### config.mk
export PLATFORM = sky130hd
export DESIGN_NAME = scss_core
export DESIGN_NICKNAME = d
export VERILOG_FILES = /design/src/scss_pkg.sv /design/src/scss_core.sv
export VERILOG_INCLUDE_DIRS = /design/src
export SDC_FILE = /design/constraint.sdc
export NUM_CORES = 1
export LEC_CHECK = 0
export ABC_AREA = 1
export BUFFER_PORTS_ARGS = -buffer_cell sky130_fd_sc_hd__buf_2
export CORE_UTILIZATION = 40
export CTS_CLUSTER_SIZE = 16
export DETAILED_ROUTE_END_ITERATION = 12
export HOLD_SLACK_MARGIN = 0.12
export PLACE_DENSITY_LB_ADDON = 0.05
export SETUP_SLACK_MARGIN = 0.4
export SLEW_MARGIN = 20
export SYNTH_ARGS = -nofsm -noshare
export SYNTH_HDL_FRONTEND = slang
export SYNTH_SLANG_ARGS = --single-unit
### constraint.sdc
create_clock -name clock -period 5.7 [get_ports clock]
set_clock_uncertainty 0.1 [all_clocks]
set_input_delay 0.285 -clock clock [delete_from_list [all_inputs] [get_ports clock]]
set_output_delay 0.285 -clock clock [all_outputs]
set_load 0.05 [all_outputs]
### src/scss_params.svh
// offsets, field positions, widths and reset values of the clock source select block
`ifndef SCSS_PARAMS_SVH
`define SCSS_PARAMS_SVH

`define SCSS_ADDR_W 4
`define SCSS_DATA_W 16

`define SCSS_OFS_SYS_CFG 4'h0
`define SCSS_OFS_PLL_CFG 4'h1
`define SCSS_OFS_FB_MULT 4'h2
`define SCSS_OFS_OUT_DIV 4'h3
`define SCSS_OFS_PRESCALE 4'h4
`define SCSS_OFS_STATUS 4'h5

`define SCSS_POS_VCO_BYPASS 0
`define SCSS_POS_REF_INTERNAL 1
`define SCSS_POS_BAND_LO 2
`define SCSS_POS_INPUT_DIVIDER_FIELD_LO 4

`define SCSS_SEL_W 2
`define SCSS_BAND_W 2
`define SCSS_INPUT_DIVIDER_FIELD_W 4
`define SCSS_FEEDBACK_MULTIPLIER_FIELD_W 7
`define SCSS_OUTPUT_DIVIDER_FIELD_W 7
`define SCSS_BYPASS_PRESCALER_FIELD_W 10
`define SCSS_CNT_W 11

`define SCSS_SEL_WAKEUP 2'h0
`define SCSS_SEL_PLL 2'h2
`define SCSS_SEL_DIRECT 2'h3

`define SCSS_RST_SEL 2'h0
`define SCSS_RST_BAND 2'h0

`endif

### src/scss_pkg.sv
// types of the clock source select block
`include "scss_params.svh"

package scss_pkg;

  typedef enum logic [1:0] {
    SCSS_MODE_WAKEUP = 2'h0,
    SCSS_MODE_PLL = 2'h1,
    SCSS_MODE_PRESCALE = 2'h2,
    SCSS_MODE_DIRECT = 2'h3
  } scss_mode_type;

  typedef enum logic [1:0] {
    SCSS_ST_RUN = 2'b01,
    SCSS_ST_SWITCH = 2'b10
  } scss_state_type;

  typedef struct packed {
    logic wakeup;
    logic ext;
    logic crystal;
    logic internal;
    logic vco;
  } scss_pins_type;

  typedef struct packed {
    logic [`SCSS_SEL_W-1:0] clock_source_select;
    logic vco_bypass;
    logic ref_internal;
    logic [`SCSS_BAND_W-1:0] vco_band_select;
    logic [`SCSS_INPUT_DIVIDER_FIELD_W-1:0] input_divider_field;
    logic [`SCSS_FEEDBACK_MULTIPLIER_FIELD_W-1:0] feedback_multiplier_field;
    logic [`SCSS_OUTPUT_DIVIDER_FIELD_W-1:0] output_divider_field;
    logic [`SCSS_BYPASS_PRESCALER_FIELD_W-1:0] bypass_prescaler_field;
  } scss_cfg_type;

  typedef struct packed {
    scss_pins_type sync1;
    scss_pins_type sync2;
    scss_pins_type sync3;
    scss_cfg_type cfg;
    scss_state_type fsm;
    scss_mode_type active;
    logic [`SCSS_CNT_W-1:0] cnt;
    logic sys_clk;
    logic pll_enable;
    logic [`SCSS_INPUT_DIVIDER_FIELD_W:0] pll_p;
    logic [`SCSS_FEEDBACK_MULTIPLIER_FIELD_W:0] pll_n;
    logic [`SCSS_OUTPUT_DIVIDER_FIELD_W:0] pll_k2;
    logic [`SCSS_DATA_W-1:0] rd_data;
  } scss_regs_type;

endpackage : scss_pkg

### src/scss_core.sv
// system clock source selection, dividers and glitch-free switch
// Summary of operation
// - select 10, bypass 0: system clock from PLL
// - each divider factor is field plus one
// - PLL output is input times N over P*K2
// - PLL reference: crystal pin or internal oscillator
// - system clock is VCO divided by K2
// - two-bit VCO band field picks frequency band
// - select 00: wakeup clock, undivided
// - select 11: external clock pin passed through
// - select 10, bypass 1: oscillator over K1
//
// Implementation choices: strobed register access and the register addresses.
`include "scss_params.svh"

module scss_core (
  // clock and reset
  input wire logic clock,
  input wire logic arst_n,
  // register port
  input wire logic [`SCSS_ADDR_W-1:0] addr,
  input wire logic [`SCSS_DATA_W-1:0] wr_data,
  input wire logic wr_stb,
  input wire logic rd_stb,
  output logic [`SCSS_DATA_W-1:0] rd_data,
  // clock source pins
  input wire logic wakeup_clk,
  input wire logic external_clock_pin,
  input wire logic crystal_input_pin,
  input wire logic internal_osc_clk,
  input wire logic vco_clk,
  // analog pll control
  output logic pll_enable,
  output logic pll_ref_internal,
  output logic [`SCSS_BAND_W-1:0] vco_band_select,
  output logic [`SCSS_INPUT_DIVIDER_FIELD_W:0] pll_p,
  output logic [`SCSS_FEEDBACK_MULTIPLIER_FIELD_W:0] pll_n,
  output logic [`SCSS_OUTPUT_DIVIDER_FIELD_W:0] pll_k2,
  // system clock
  output logic sys_clk
);

  scss_pkg::scss_regs_type state_r;
  scss_pkg::scss_regs_type state_nxt;

  ////////////////////////////////////////////////////////////////////////////
  // helpers

  function automatic logic src_level(input scss_pkg::scss_mode_type m,
                                     input scss_pkg::scss_pins_type v,
                                     input logic ref_int);
    case (m)
      scss_pkg::SCSS_MODE_WAKEUP: src_level = v.wakeup;
      scss_pkg::SCSS_MODE_DIRECT: src_level = v.ext;
      scss_pkg::SCSS_MODE_PLL: src_level = v.vco;
      scss_pkg::SCSS_MODE_PRESCALE: src_level = ref_int ? v.internal : v.crystal;
      default: src_level = 1'b0;
    endcase
  endfunction : src_level

  function automatic logic [`SCSS_CNT_W-1:0] div_of(input scss_pkg::scss_mode_type m,
                                                    input scss_pkg::scss_cfg_type c);
    case (m)
      scss_pkg::SCSS_MODE_PLL: div_of = {4'h0, c.output_divider_field} + 11'h001;
      scss_pkg::SCSS_MODE_PRESCALE: div_of = {1'b0, c.bypass_prescaler_field} + 11'h001;
      default: div_of = 11'h001;
    endcase
  endfunction : div_of

  ////////////////////////////////////////////////////////////////////////////
  // next state

  always_comb begin
    scss_pkg::scss_mode_type target;
    logic lvl;
    logic prev;
    logic [`SCSS_CNT_W-1:0] k;
    logic [`SCSS_CNT_W-1:0] half;
    logic gen_out;
    target = state_r.active;
    lvl = 1'b0;
    prev = 1'b0;
    k = 11'h001;
    half = 11'h000;
    gen_out = 1'b0;
    state_nxt = state_r;
    state_nxt.sync1 = {wakeup_clk, external_clock_pin, crystal_input_pin, internal_osc_clk,
                       vco_clk};
    state_nxt.sync2 = state_r.sync1;
    state_nxt.sync3 = state_r.sync2;

    // register writes
    if (wr_stb) begin
      case (addr)
        `SCSS_OFS_SYS_CFG: begin
          state_nxt.cfg.clock_source_select = wr_data[`SCSS_SEL_W-1:0];
        end
        `SCSS_OFS_PLL_CFG: begin
          state_nxt.cfg.vco_bypass = wr_data[`SCSS_POS_VCO_BYPASS];
          state_nxt.cfg.ref_internal = wr_data[`SCSS_POS_REF_INTERNAL];
          state_nxt.cfg.vco_band_select =
            wr_data[`SCSS_POS_BAND_LO +: `SCSS_BAND_W];
          state_nxt.cfg.input_divider_field = wr_data[`SCSS_POS_INPUT_DIVIDER_FIELD_LO +: `SCSS_INPUT_DIVIDER_FIELD_W];
        end
        `SCSS_OFS_FB_MULT: begin
          state_nxt.cfg.feedback_multiplier_field = wr_data[`SCSS_FEEDBACK_MULTIPLIER_FIELD_W-1:0];
        end
        `SCSS_OFS_OUT_DIV: begin
          state_nxt.cfg.output_divider_field = wr_data[`SCSS_OUTPUT_DIVIDER_FIELD_W-1:0];
        end
        `SCSS_OFS_PRESCALE: begin
          state_nxt.cfg.bypass_prescaler_field = wr_data[`SCSS_BYPASS_PRESCALER_FIELD_W-1:0];
        end
        default: begin
        end
      endcase
    end

    // register reads, data in the following cycle only
    state_nxt.rd_data = 16'h0000;
    if (rd_stb) begin
      case (addr)
        `SCSS_OFS_SYS_CFG: state_nxt.rd_data = {14'h0000, state_r.cfg.clock_source_select};
        `SCSS_OFS_PLL_CFG: state_nxt.rd_data = {8'h00, state_r.cfg.input_divider_field,
                                                state_r.cfg.vco_band_select,
                                                state_r.cfg.ref_internal,
                                                state_r.cfg.vco_bypass};
        `SCSS_OFS_FB_MULT: state_nxt.rd_data = {9'h000, state_r.cfg.feedback_multiplier_field};
        `SCSS_OFS_OUT_DIV: state_nxt.rd_data = {9'h000, state_r.cfg.output_divider_field};
        `SCSS_OFS_PRESCALE: state_nxt.rd_data = {6'h00, state_r.cfg.bypass_prescaler_field};
        `SCSS_OFS_STATUS: state_nxt.rd_data = {12'h000, state_r.sys_clk,
                                               state_r.fsm == scss_pkg::SCSS_ST_SWITCH,
                                               state_r.active};
        default: state_nxt.rd_data = 16'h0000;
      endcase
    end

    // requested mode; the reserved code keeps the running source
    case (state_r.cfg.clock_source_select)
      `SCSS_SEL_WAKEUP: target = scss_pkg::SCSS_MODE_WAKEUP;
      `SCSS_SEL_DIRECT: target = scss_pkg::SCSS_MODE_DIRECT;
      `SCSS_SEL_PLL: target = state_r.cfg.vco_bypass ? scss_pkg::SCSS_MODE_PRESCALE
                                                     : scss_pkg::SCSS_MODE_PLL;
      default: target = state_r.active;
    endcase

    // analog pll factors, each field plus one
    state_nxt.pll_enable = (target == scss_pkg::SCSS_MODE_PLL) ||
                           (state_r.active == scss_pkg::SCSS_MODE_PLL);
    state_nxt.pll_p = {1'b0, state_r.cfg.input_divider_field} + 5'h01;
    state_nxt.pll_n = {1'b0, state_r.cfg.feedback_multiplier_field} + 8'h01;
    state_nxt.pll_k2 = {1'b0, state_r.cfg.output_divider_field} + 8'h01;

    // divider on the active source, one period per k source cycles
    lvl = src_level(state_r.active, state_r.sync2, state_r.cfg.ref_internal);
    prev = src_level(state_r.active, state_r.sync3, state_r.cfg.ref_internal);
    k = div_of(state_r.active, state_r.cfg);
    half = (k >> 1) + {10'h000, k[0]};
    if (lvl && !prev) begin
      state_nxt.cnt = (state_r.cnt >= k - 11'h001) ? 11'h000 : state_r.cnt + 11'h001;
    end
    gen_out = (k == 11'h001) ? lvl : (state_nxt.cnt < half);

    // switching: hold output low, hand over while both clocks are low
    case (state_r.fsm)
      scss_pkg::SCSS_ST_RUN: begin
        state_nxt.sys_clk = gen_out;
        if (target != state_r.active) begin
          state_nxt.fsm = scss_pkg::SCSS_ST_SWITCH;
        end
      end
      scss_pkg::SCSS_ST_SWITCH: begin
        state_nxt.sys_clk = state_r.sys_clk & gen_out;
        if (target == state_r.active) begin
          state_nxt.fsm = scss_pkg::SCSS_ST_RUN;
        end else if (!state_r.sys_clk &&
                     !src_level(target, state_r.sync2, state_r.cfg.ref_internal)) begin
          state_nxt.active = target;
          state_nxt.cnt = div_of(target, state_r.cfg) - 11'h001;
          state_nxt.sys_clk = 1'b0;
          state_nxt.fsm = scss_pkg::SCSS_ST_RUN;
        end
      end
      default: begin
        state_nxt.fsm = scss_pkg::SCSS_ST_RUN;
        state_nxt.sys_clk = 1'b0;
      end
    endcase
  end

  ////////////////////////////////////////////////////////////////////////////
  // state register

  always_ff @(posedge clock or negedge arst_n) begin
    if (!arst_n) begin
      state_r <= '0;
      state_r.cfg.clock_source_select <= `SCSS_RST_SEL;
      state_r.cfg.vco_band_select <= `SCSS_RST_BAND;
      state_r.fsm <= scss_pkg::SCSS_ST_RUN;
      state_r.active <= scss_pkg::SCSS_MODE_WAKEUP;
      state_r.pll_p <= 5'h01;
      state_r.pll_n <= 8'h01;
      state_r.pll_k2 <= 8'h01;
    end else begin
      state_r <= state_nxt;
    end
  end

  ////////////////////////////////////////////////////////////////////////////
  // outputs

  assign rd_data = state_r.rd_data;
  assign sys_clk = state_r.sys_clk;
  assign pll_enable = state_r.pll_enable;
  assign pll_ref_internal = state_r.cfg.ref_internal;
  assign vco_band_select = state_r.cfg.vco_band_select;
  assign pll_p = state_r.pll_p;
  assign pll_n = state_r.pll_n;
  assign pll_k2 = state_r.pll_k2;

endmodule : scss_core

==> results.sh, run 1 <==
export IMPL_grt_antenna_before_repair=0
export IMPL_postPlaceCellArea_um2=6500
export IMPL_final_layout_size_suffix_gt1_share_pct=14.8
export IMPL_dieArea_um2=16200
export IMPL_io_pins=71
export IMPL_fp_dieW_um=127
export IMPL_worst_ir_drop_vdd_mv=0.451
export IMPL_arrival_ns=4.99
export IMPL_grt_util_all_layers_pct=21.4
export IMPL_regToRegSetupSlack_ns=0.90
export IMPL_ys_types=46
export IMPL_instances_no_fill=1056
export IMPL_start_kind="register"
export IMPL_path_clk_slew_ns=0.07
export IMPL_worstPathRequired_ns=5.89
export IMPL_postLayoutCellArea_um2=6920
export IMPL_setup_slack_ns=0.896
export IMPL_cts_buffers=9
export IMPL_crit_type="register to register"
export IMPL_cts_tree="yes"
export IMPL_synth_area_um2=6280
export IMPL_initial_core_util_pct=41.2
export IMPL_fmax_mhz=208
export IMPL_num_rows=45
export IMPL_final_common_cell="nand2_1"
export IMPL_clockRootBuffer="clkbuf_16"
export IMPL_diodes=0
export IMPL_port_buffers=58
export IMPL_powerDensity_nw_per_um2=525
export IMPL_rsz0062_at_grt="false"
export IMPL_r2r_start="state_r[64]"
export IMPL_worst_skew_pair_late_latency_ns=0.36
export IMPL_cp_max_fo=6
export IMPL_clockBufferDepth=2
export IMPL_grt_pass1_vias=4966
export IMPL_critPathCapture="sys_clk"
export IMPL_final_hold_viol_count=0
export IMPL_dp_cells=1031
export IMPL_r2r_end="sys_clk"
export IMPL_critPathBufInv=2
export IMPL_clkSinkCount=97
export IMPL_routed_wl_um=16000
export IMPL_post_route_period_util_pct=84.3
export IMPL_cp_slowest_cell="dfrtp_1"
export IMPL_drc=0
export IMPL_setup_viol=0
export IMPL_drtIter0Drc=316
export IMPL_die_y_um=127
export IMPL_cap_viol_max_count=0
export IMPL_vias=5150
export IMPL_ys_ff_latch=97
export IMPL_cp_depth=29
export IMPL_synth_seq_area_share_pct=38.7
export IMPL_fin_nets=911
export IMPL_final_max_slew_viol_count=0
export IMPL_ant_nets=0
export IMPL_firstDrtPassIters=5
export IMPL_worst_hold_slack_ns=0.168
export IMPL_worst_slew_pin_slew_ns=0.648
export IMPL_synth_cells=809
export IMPL_end_kind="register"
export IMPL_grt_max_degree=52
export IMPL_syn_area_per_cell_um2=7.76
export IMPL_startpoint="state_r[64]"
export IMPL_fin_crit_ns=4.80
export IMPL_pre_cts_slack_ns=0.370
export IMPL_slowest_delay_ns=0.48
export IMPL_fin_setup_tns_ns=0
export IMPL_status="finished clean"
export IMPL_ys_warn_count=0
export IMPL_coreArea_um2=15300
export IMPL_cts_max_level=3
export IMPL_gp_routability_congestion=0.854
export IMPL_max_slew_margin_rel_pct=56.8
export IMPL_worstHoldPathType="input pin to register"
export IMPL_reg2reg_depth=29
export IMPL_crit_family="simple AND/OR/NAND/NOR gates"
export IMPL_routed_via_density=4.88
export IMPL_layout_common_cells="202 x nand2_1, 104 x inv_1, 93 x dfrtp_1, 57 x buf_2, 56 x o21ai_0"
export IMPL_syn_to_final_growth_pct=10.1
export IMPL_grt_pass1_wl_um=26100
export IMPL_power_leakage_nw=3.56
export IMPL_grt_ovfl_total=0
export IMPL_hpwl_um=12700
export IMPL_avgRoutedWirePerCell_um=15.2
==> where the power goes <==
| part | internal (W) | total, W | switching (W) |
|---|---|---|---|
| combinational | 0.000667 | 0.00203 | 0.00136 |
| sequential | 0.000838 | 0.000981 | 0.000143 |
| clock | 0.000345 | 0.000624 | 0.000279 |
| total | 0.00185 | 0.00363 | 0.00178 |
==> worst min path at each step <==
stage               depth (start not counted)             to  slack (ns)          start
global route                                3    state_r[57]        0.18     wr_data[3]
finish                                      3    state_r[68]        0.17     wr_data[4]
global placement                            0  state_nxt[92]        0.23  state_nxt[97]
CTS                                         3    state_r[67]        0.16     wr_data[3]
detailed placement                          1    state_r[76]        0.24         arst_n
floorplan                                   0     pll_enable       -0.11         arst_n
==> Yosys cell counts (all sizes together) <==
cell / n / area, µm²
xnor2: 3 / 26.3
nand4: 9 / 56.3
nor3: 15 / 95.1
o21ai: 65 / 333
o221a: 1 / 11.3
or2: 1 / 6.26
a31oi: 1 / 6.26
xor2: 33 / 297
a32oi: 1 / 8.76
and2: 1 / 6.26
a211oi: 1 / 7.51
ha: 42 / 526
inv: 111 / 417
nor3b: 1 / 7.51
conb: 2 / 7.51
o22ai: 5 / 31.3
clkinv: 2 / 8.75
clkbuf: 8 / 40.0
o221ai: 1 / 8.76
a22o: 1 / 8.76
a221oi: 5 / 43.8
nor2: 64 / 275
buf: 46 / 330
a2111oi: 2 / 17.5
nor4: 3 / 33.8
dfrtp: 93 / 2330
nand3b: 3 / 22.5
a21oi: 24 / 131
dfstp: 4 / 105
nand2: 212 / 826
nand3: 49 / 260
==> registers in the layout, indices dropped and copies added, names as in the netlist <==
register,count
pll_p,5
pll_ref_internal,1
rd_data,10
pll_enable,1
pll_n,8
state_r,51
vco_band_select,2
pll_k2,8
sys_clk,1
state_nxt,10
==> repair_timing <==
item | CTS | global route
gates resized for setup | 1 | 7
hold buffers | 9 | 0
endpoints found under the setup margin | 1 | 1
hold endpoints to repair | 52 | 0
setup buffers | 0 | 0
==> per-stage QoR <==
stage,utilization [%],total power (W)
CTS,45.1,0.00359
global placement,42.6,0.00291
detailed placement,42.6,0.00293
global route,45.3,0.00397
floorplan,-,0.00249
finish,45.3,0.00363
==> area by class of cell <==
type                    count  area [µm²]
clock inverters             5        62.6
well taps                 211         264
multi-input cells         550        3100
flip-flops and latches     97        2430
inverters                 113         425
repair buffers             69         398
clock buffers              11         233
fillers                  1549        8340
==> per-layer routing <==
metal / share of wire, % / GRT usage (%) / routed length, µm / vias up
li1: - / - / - / 2610
met1: 51 / 31.1 / 8180 / 2409
met2: 43 / 32.2 / 6910 / 110
met3: 4.1 / 3.64 / 655 / 21
met4: 1.7 / 6.93 / 275 / 0
met5: 0 / 0 / 0 / -
==> kinds of logic (layout without fill, tap and decap cells) <==
logic type | count (synthesis) | after routing | synth area share [%]
xor gates and xnor gates | 36 | 36 | 5.14
AOI/OAI and AO/OA | 107 | 107 | 9.68
and+or+nand+nor | 358 | 358 | 25.3
buffers and inverters | 167 | 198 | 12.7
other | 2 | 7 | 0.120
DFF | 97 | 97 | 38.7
adders and majority gates | 42 | 42 | 8.37
==> tightest hold or removal path, stage by stage <==
cell     delay [ns]
buf_2          0.08
inv_1          0.07
o21ai_0        0.15
No activity file was read; power rests on OpenSTA's default activity.
==> inputs of run 2 (changes only) <==
--- a/config.mk
+++ b/config.mk
@@ -6,7 +6,7 @@
 export SDC_FILE = /design/constraint.sdc
 export NUM_CORES = 1
 export LEC_CHECK = 0
-export ABC_AREA = 1
+export ABC_AREA = 0
 export BUFFER_PORTS_ARGS = -buffer_cell sky130_fd_sc_hd__buf_2
 export CORE_UTILIZATION = 40
 export CTS_CLUSTER_SIZE = 16
==> constraint.sdc (replaced) <==
create_clock -name clock -period 4.14 [get_ports clock]
set_clock_uncertainty 0.1 [all_clocks]
set_input_delay 0.207 -clock clock [delete_from_list [all_inputs] [get_ports clock]]
set_output_delay 0.207 -clock clock [all_outputs]
set_load 0.05 [all_outputs]
==> run 2 against run 1 <==
The flow now finishes with violations (DRC, setup timing). First-iteration DRC count down 15%. Routed wire length up 3.6%. Critical path depth down 7. Hold slack better by 0.019 ns. Combinational power up 82%.
==> results.sh, run 2 <==
export IMPL_status="complete, but fails checks"
export IMPL_violations="DRC, setup timing"
export IMPL_fmax_mhz=230
export IMPL_cts_buffers=9
export IMPL_switching_share_pct=44.1
export IMPL_internal_power_w=0.00334
export IMPL_fin_nets=822
export IMPL_worst_hold_slack_ns=0.188
export IMPL_initial_core_util_pct=41.3
export IMPL_ys_async_sr_fraction_pct=100
export IMPL_rsz0062_at_grt="true"
export IMPL_synth_cells=603
export IMPL_routed_via_density=5.38
export IMPL_fin_setup_tns_ns=-0.209
export IMPL_syn_to_final_growth_pct=30.7
export IMPL_synthTopCellsByArea="dfrtp_1 38%, ha_1 8.7%, mux2_2 7.8%, buf_4 5.2%, nand2_1 2.9%"
export IMPL_power_frac_comb_pct=61.9
export IMPL_worst_slew_pin_slew_ns=0.915
export IMPL_vias=5061
export IMPL_diodes=0
export IMPL_ys_ff_latch=97
export IMPL_grt_pass1_wl_um=26300
export IMPL_clkSinkCount=97
export IMPL_clockBufferDepth=2
export IMPL_setup_slack_ns=-0.209
export IMPL_path_clk_slew_ns=0.07
export IMPL_postLayoutCellArea_um2=7940
export IMPL_gp_routability_congestion=0.902
export IMPL_grt_util_all_layers_pct=21.7
export IMPL_power_leakage_nw=3.64
export IMPL_synth_area_um2=6070
export IMPL_switching_power_w=0.00263
export IMPL_powerDensity_nw_per_um2=751
export IMPL_ys_warn_count=0
export IMPL_yosys_area_top_type="dfrtp_1"
export IMPL_synth_main_ff_cell="dfrtp_1"
export IMPL_largest_reg_flops=51
export IMPL_max_slew_margin_rel_pct=39.0
export IMPL_synth_commonest_cells="93 x dfrtp_1, 47 x nand2_1, 42 x buf_4, 42 x ha_1, 42 x mux2_2"
export IMPL_cap_viol_max_count=0
export IMPL_syn_area_per_cell_um2=10.1
export IMPL_coreArea_um2=14700
export IMPL_synth_edff_count=0
export IMPL_ant_nets=0
export IMPL_pwr_share_seq_pct=23.2
export IMPL_final_max_slew_viol_count=0
export IMPL_num_rows=44
export IMPL_grt_max_degree=61
export IMPL_cp_slowest_cell="dfrtp_2"
export IMPL_top_register="state_r"
export IMPL_crit_top_cell="buf_4"
export IMPL_crit_type="register to register"
export IMPL_power_frac_clock_pct=14.8
export IMPL_drc=4
export IMPL_final_common_cell="buf_4"
export IMPL_grt_pass1_vias=5099
export IMPL_layout_common_cells="107 x buf_4, 88 x dfrtp_1, 58 x buf_2, 42 x nand2_1, 41 x mux2_2"
export IMPL_port_buffers=58
export IMPL_pre_cts_slack_ns=-0.253
export IMPL_slowest_delay_ns=0.38
export IMPL_worst_ir_drop_vdd_mv=0.415
export IMPL_fp_dieW_um=125
export IMPL_cts_max_level=3
export IMPL_worst_skew_pair_late_latency_ns=0.35
export IMPL_clockRootBuffer="clkbuf_16"
export IMPL_grt_ovfl_total=0
export IMPL_postPlaceCellArea_um2=7040
export IMPL_synth_most_common_cell="dfrtp_1"
export IMPL_hpwl_um=12500
export IMPL_io_pins=71
export IMPL_grt_antenna_before_repair=0
export IMPL_worstPathRequired_ns=4.32
export IMPL_cts_tree="yes"
export IMPL_setup_viol=1
export IMPL_cp_max_fo=6
export IMPL_arrival_ns=4.53
export IMPL_drtIter0Drc=270
export IMPL_final_hold_viol_count=0
export IMPL_final_layout_size_suffix_gt1_share_pct=39.9
export IMPL_path_cells="inv_2, ha_4, buf_2, buf_4, o211a_1, o31ai_2, buf_4, nand2_1, nor3_2, xnor2_1, ha_1, nand4_1, buf_4, nand2b_4, and3b_2, a22o_1, ha_1, nand3_2, nor3_2, a221oi_2, o2111ai_1, o21ai_1"
export IMPL_post_route_period_util_pct=105
export IMPL_firstDrtPassIters=11
export IMPL_dieArea_um2=15700
export IMPL_worstHoldPathType="input pin to register"
export IMPL_fin_crit_ns=4.35
export IMPL_start_kind="register"
export IMPL_avgRoutedWirePerCell_um=17.7
export IMPL_yosysTopAreaCellShare_pct=38.3
export IMPL_ys_types=65
export IMPL_routed_wl_um=16600
export IMPL_die_y_um=125
export IMPL_end_kind="register"
export IMPL_synth_seq_area_share_pct=40.0
run 2: cell types whose count changed in the layout (fill, tap and decap cells not counted), sizes merged, moves of 9 or more:
cell,before,now
and3,0,10
xnor2,3,20
mux2,0,42
a22oi,0,14
xor2,33,15
nor2,64,26
buf,60,168
inv,113,32
nand2,212,47
nand3,49,22
or3,0,9
o21ai,65,28
run 2: final cells by class:
class                   instances  area, µm²
multi-input cells             429       3550
clock inverters                 5       67.6
fillers                      1344       6760
inverters                      29        109
repair buffers                185       1300
flip-flops and latches         97       2440
well taps                     184        230
clock buffers                  11        243
run 2: cell families (layout without fill, tap and decap cells):
family	Yosys count	count (layout)	synth area share [%]
simple gates	166	166	14.0
mux	47	47	8.67
other cells	2	7	0.124
flops	97	97	40.0
fa+ha+maj	42	42	8.65
buf+inv	82	230	7.81
compound gates	132	132	15.7
xor+xnor	35	35	5.05
run 2: worst paths after layout:
path	slack, ns	startpoint	depth (start not counted)	end
max in group asynchronous	2.58	arst_n	3	state_r[52]
worst min-delay path	0.19	wr_stb	3	state_r[86]
worst max-delay path	-0.21	state_r[50]	22	sys_clk
worst min register to register	0.25	state_nxt[97]	0	state_nxt[92]
worst max register to register	-0.21	state_r[50]	22	sys_clk
min in group asynchronous	0.37	arst_n	2	state_r[73]
run 2: through the flow:
| step | power, W | instances | util, % |
|---|---|---|---|
| floorplan | 0.00349 | 608 | - |
| global placement | 0.00450 | 890 | 47.9 |
| detailed placement | 0.00454 | 890 | 47.9 |
| CTS | 0.00552 | 926 | 51.6 |
| global route | 0.00639 | 940 | 54.0 |
| finish | 0.00596 | 940 | 54.0 |
run 2: metal layers:
metal	part of all wire (%)	wire length, µm	global-route usage [%]
met5	0	0	0
met4	1.9	321	7.17
met3	4.0	659	3.47
met2	46	7590	34.5
met1	48	8020	30.1
run 2: worst max-delay path: cells and delay by family (launching register included):
family                   cells  cell delay [ns]
AO/OA/AOI/OAI                6             1.14
XOR/XNOR                     1             0.10
adder cells (fa/ha/maj)      3             0.82
buffers and inverters        5             0.72
flip-flops                   1             0.38
AND/OR/NAND/NOR              7             1.03
run 2: power by group through the flow:
| stage | clock network, W | logic, W | registers (W) |
|---|---|---|---|
| 3_5_place_dp | 0 | 0.00316 | 0.00139 |
| 2_1_floorplan | 0 | 0.00212 | 0.00137 |
| 4_1_cts | 0.000913 | 0.00324 | 0.00137 |
| 3_3_place_gp | 0 | 0.00312 | 0.00139 |
| 6_report | 0.000885 | 0.00369 | 0.00138 |
| 5_1_grt | 0.000944 | 0.00403 | 0.00142 |
run 2: repair_timing:
action	4_1_cts	5_1_grt
resized for setup	9	53
hold endpoints to repair	97	0
hold buffers	17	0
setup buffers	3	14
pin swaps	4	34
endpoints found under the setup margin	2	12
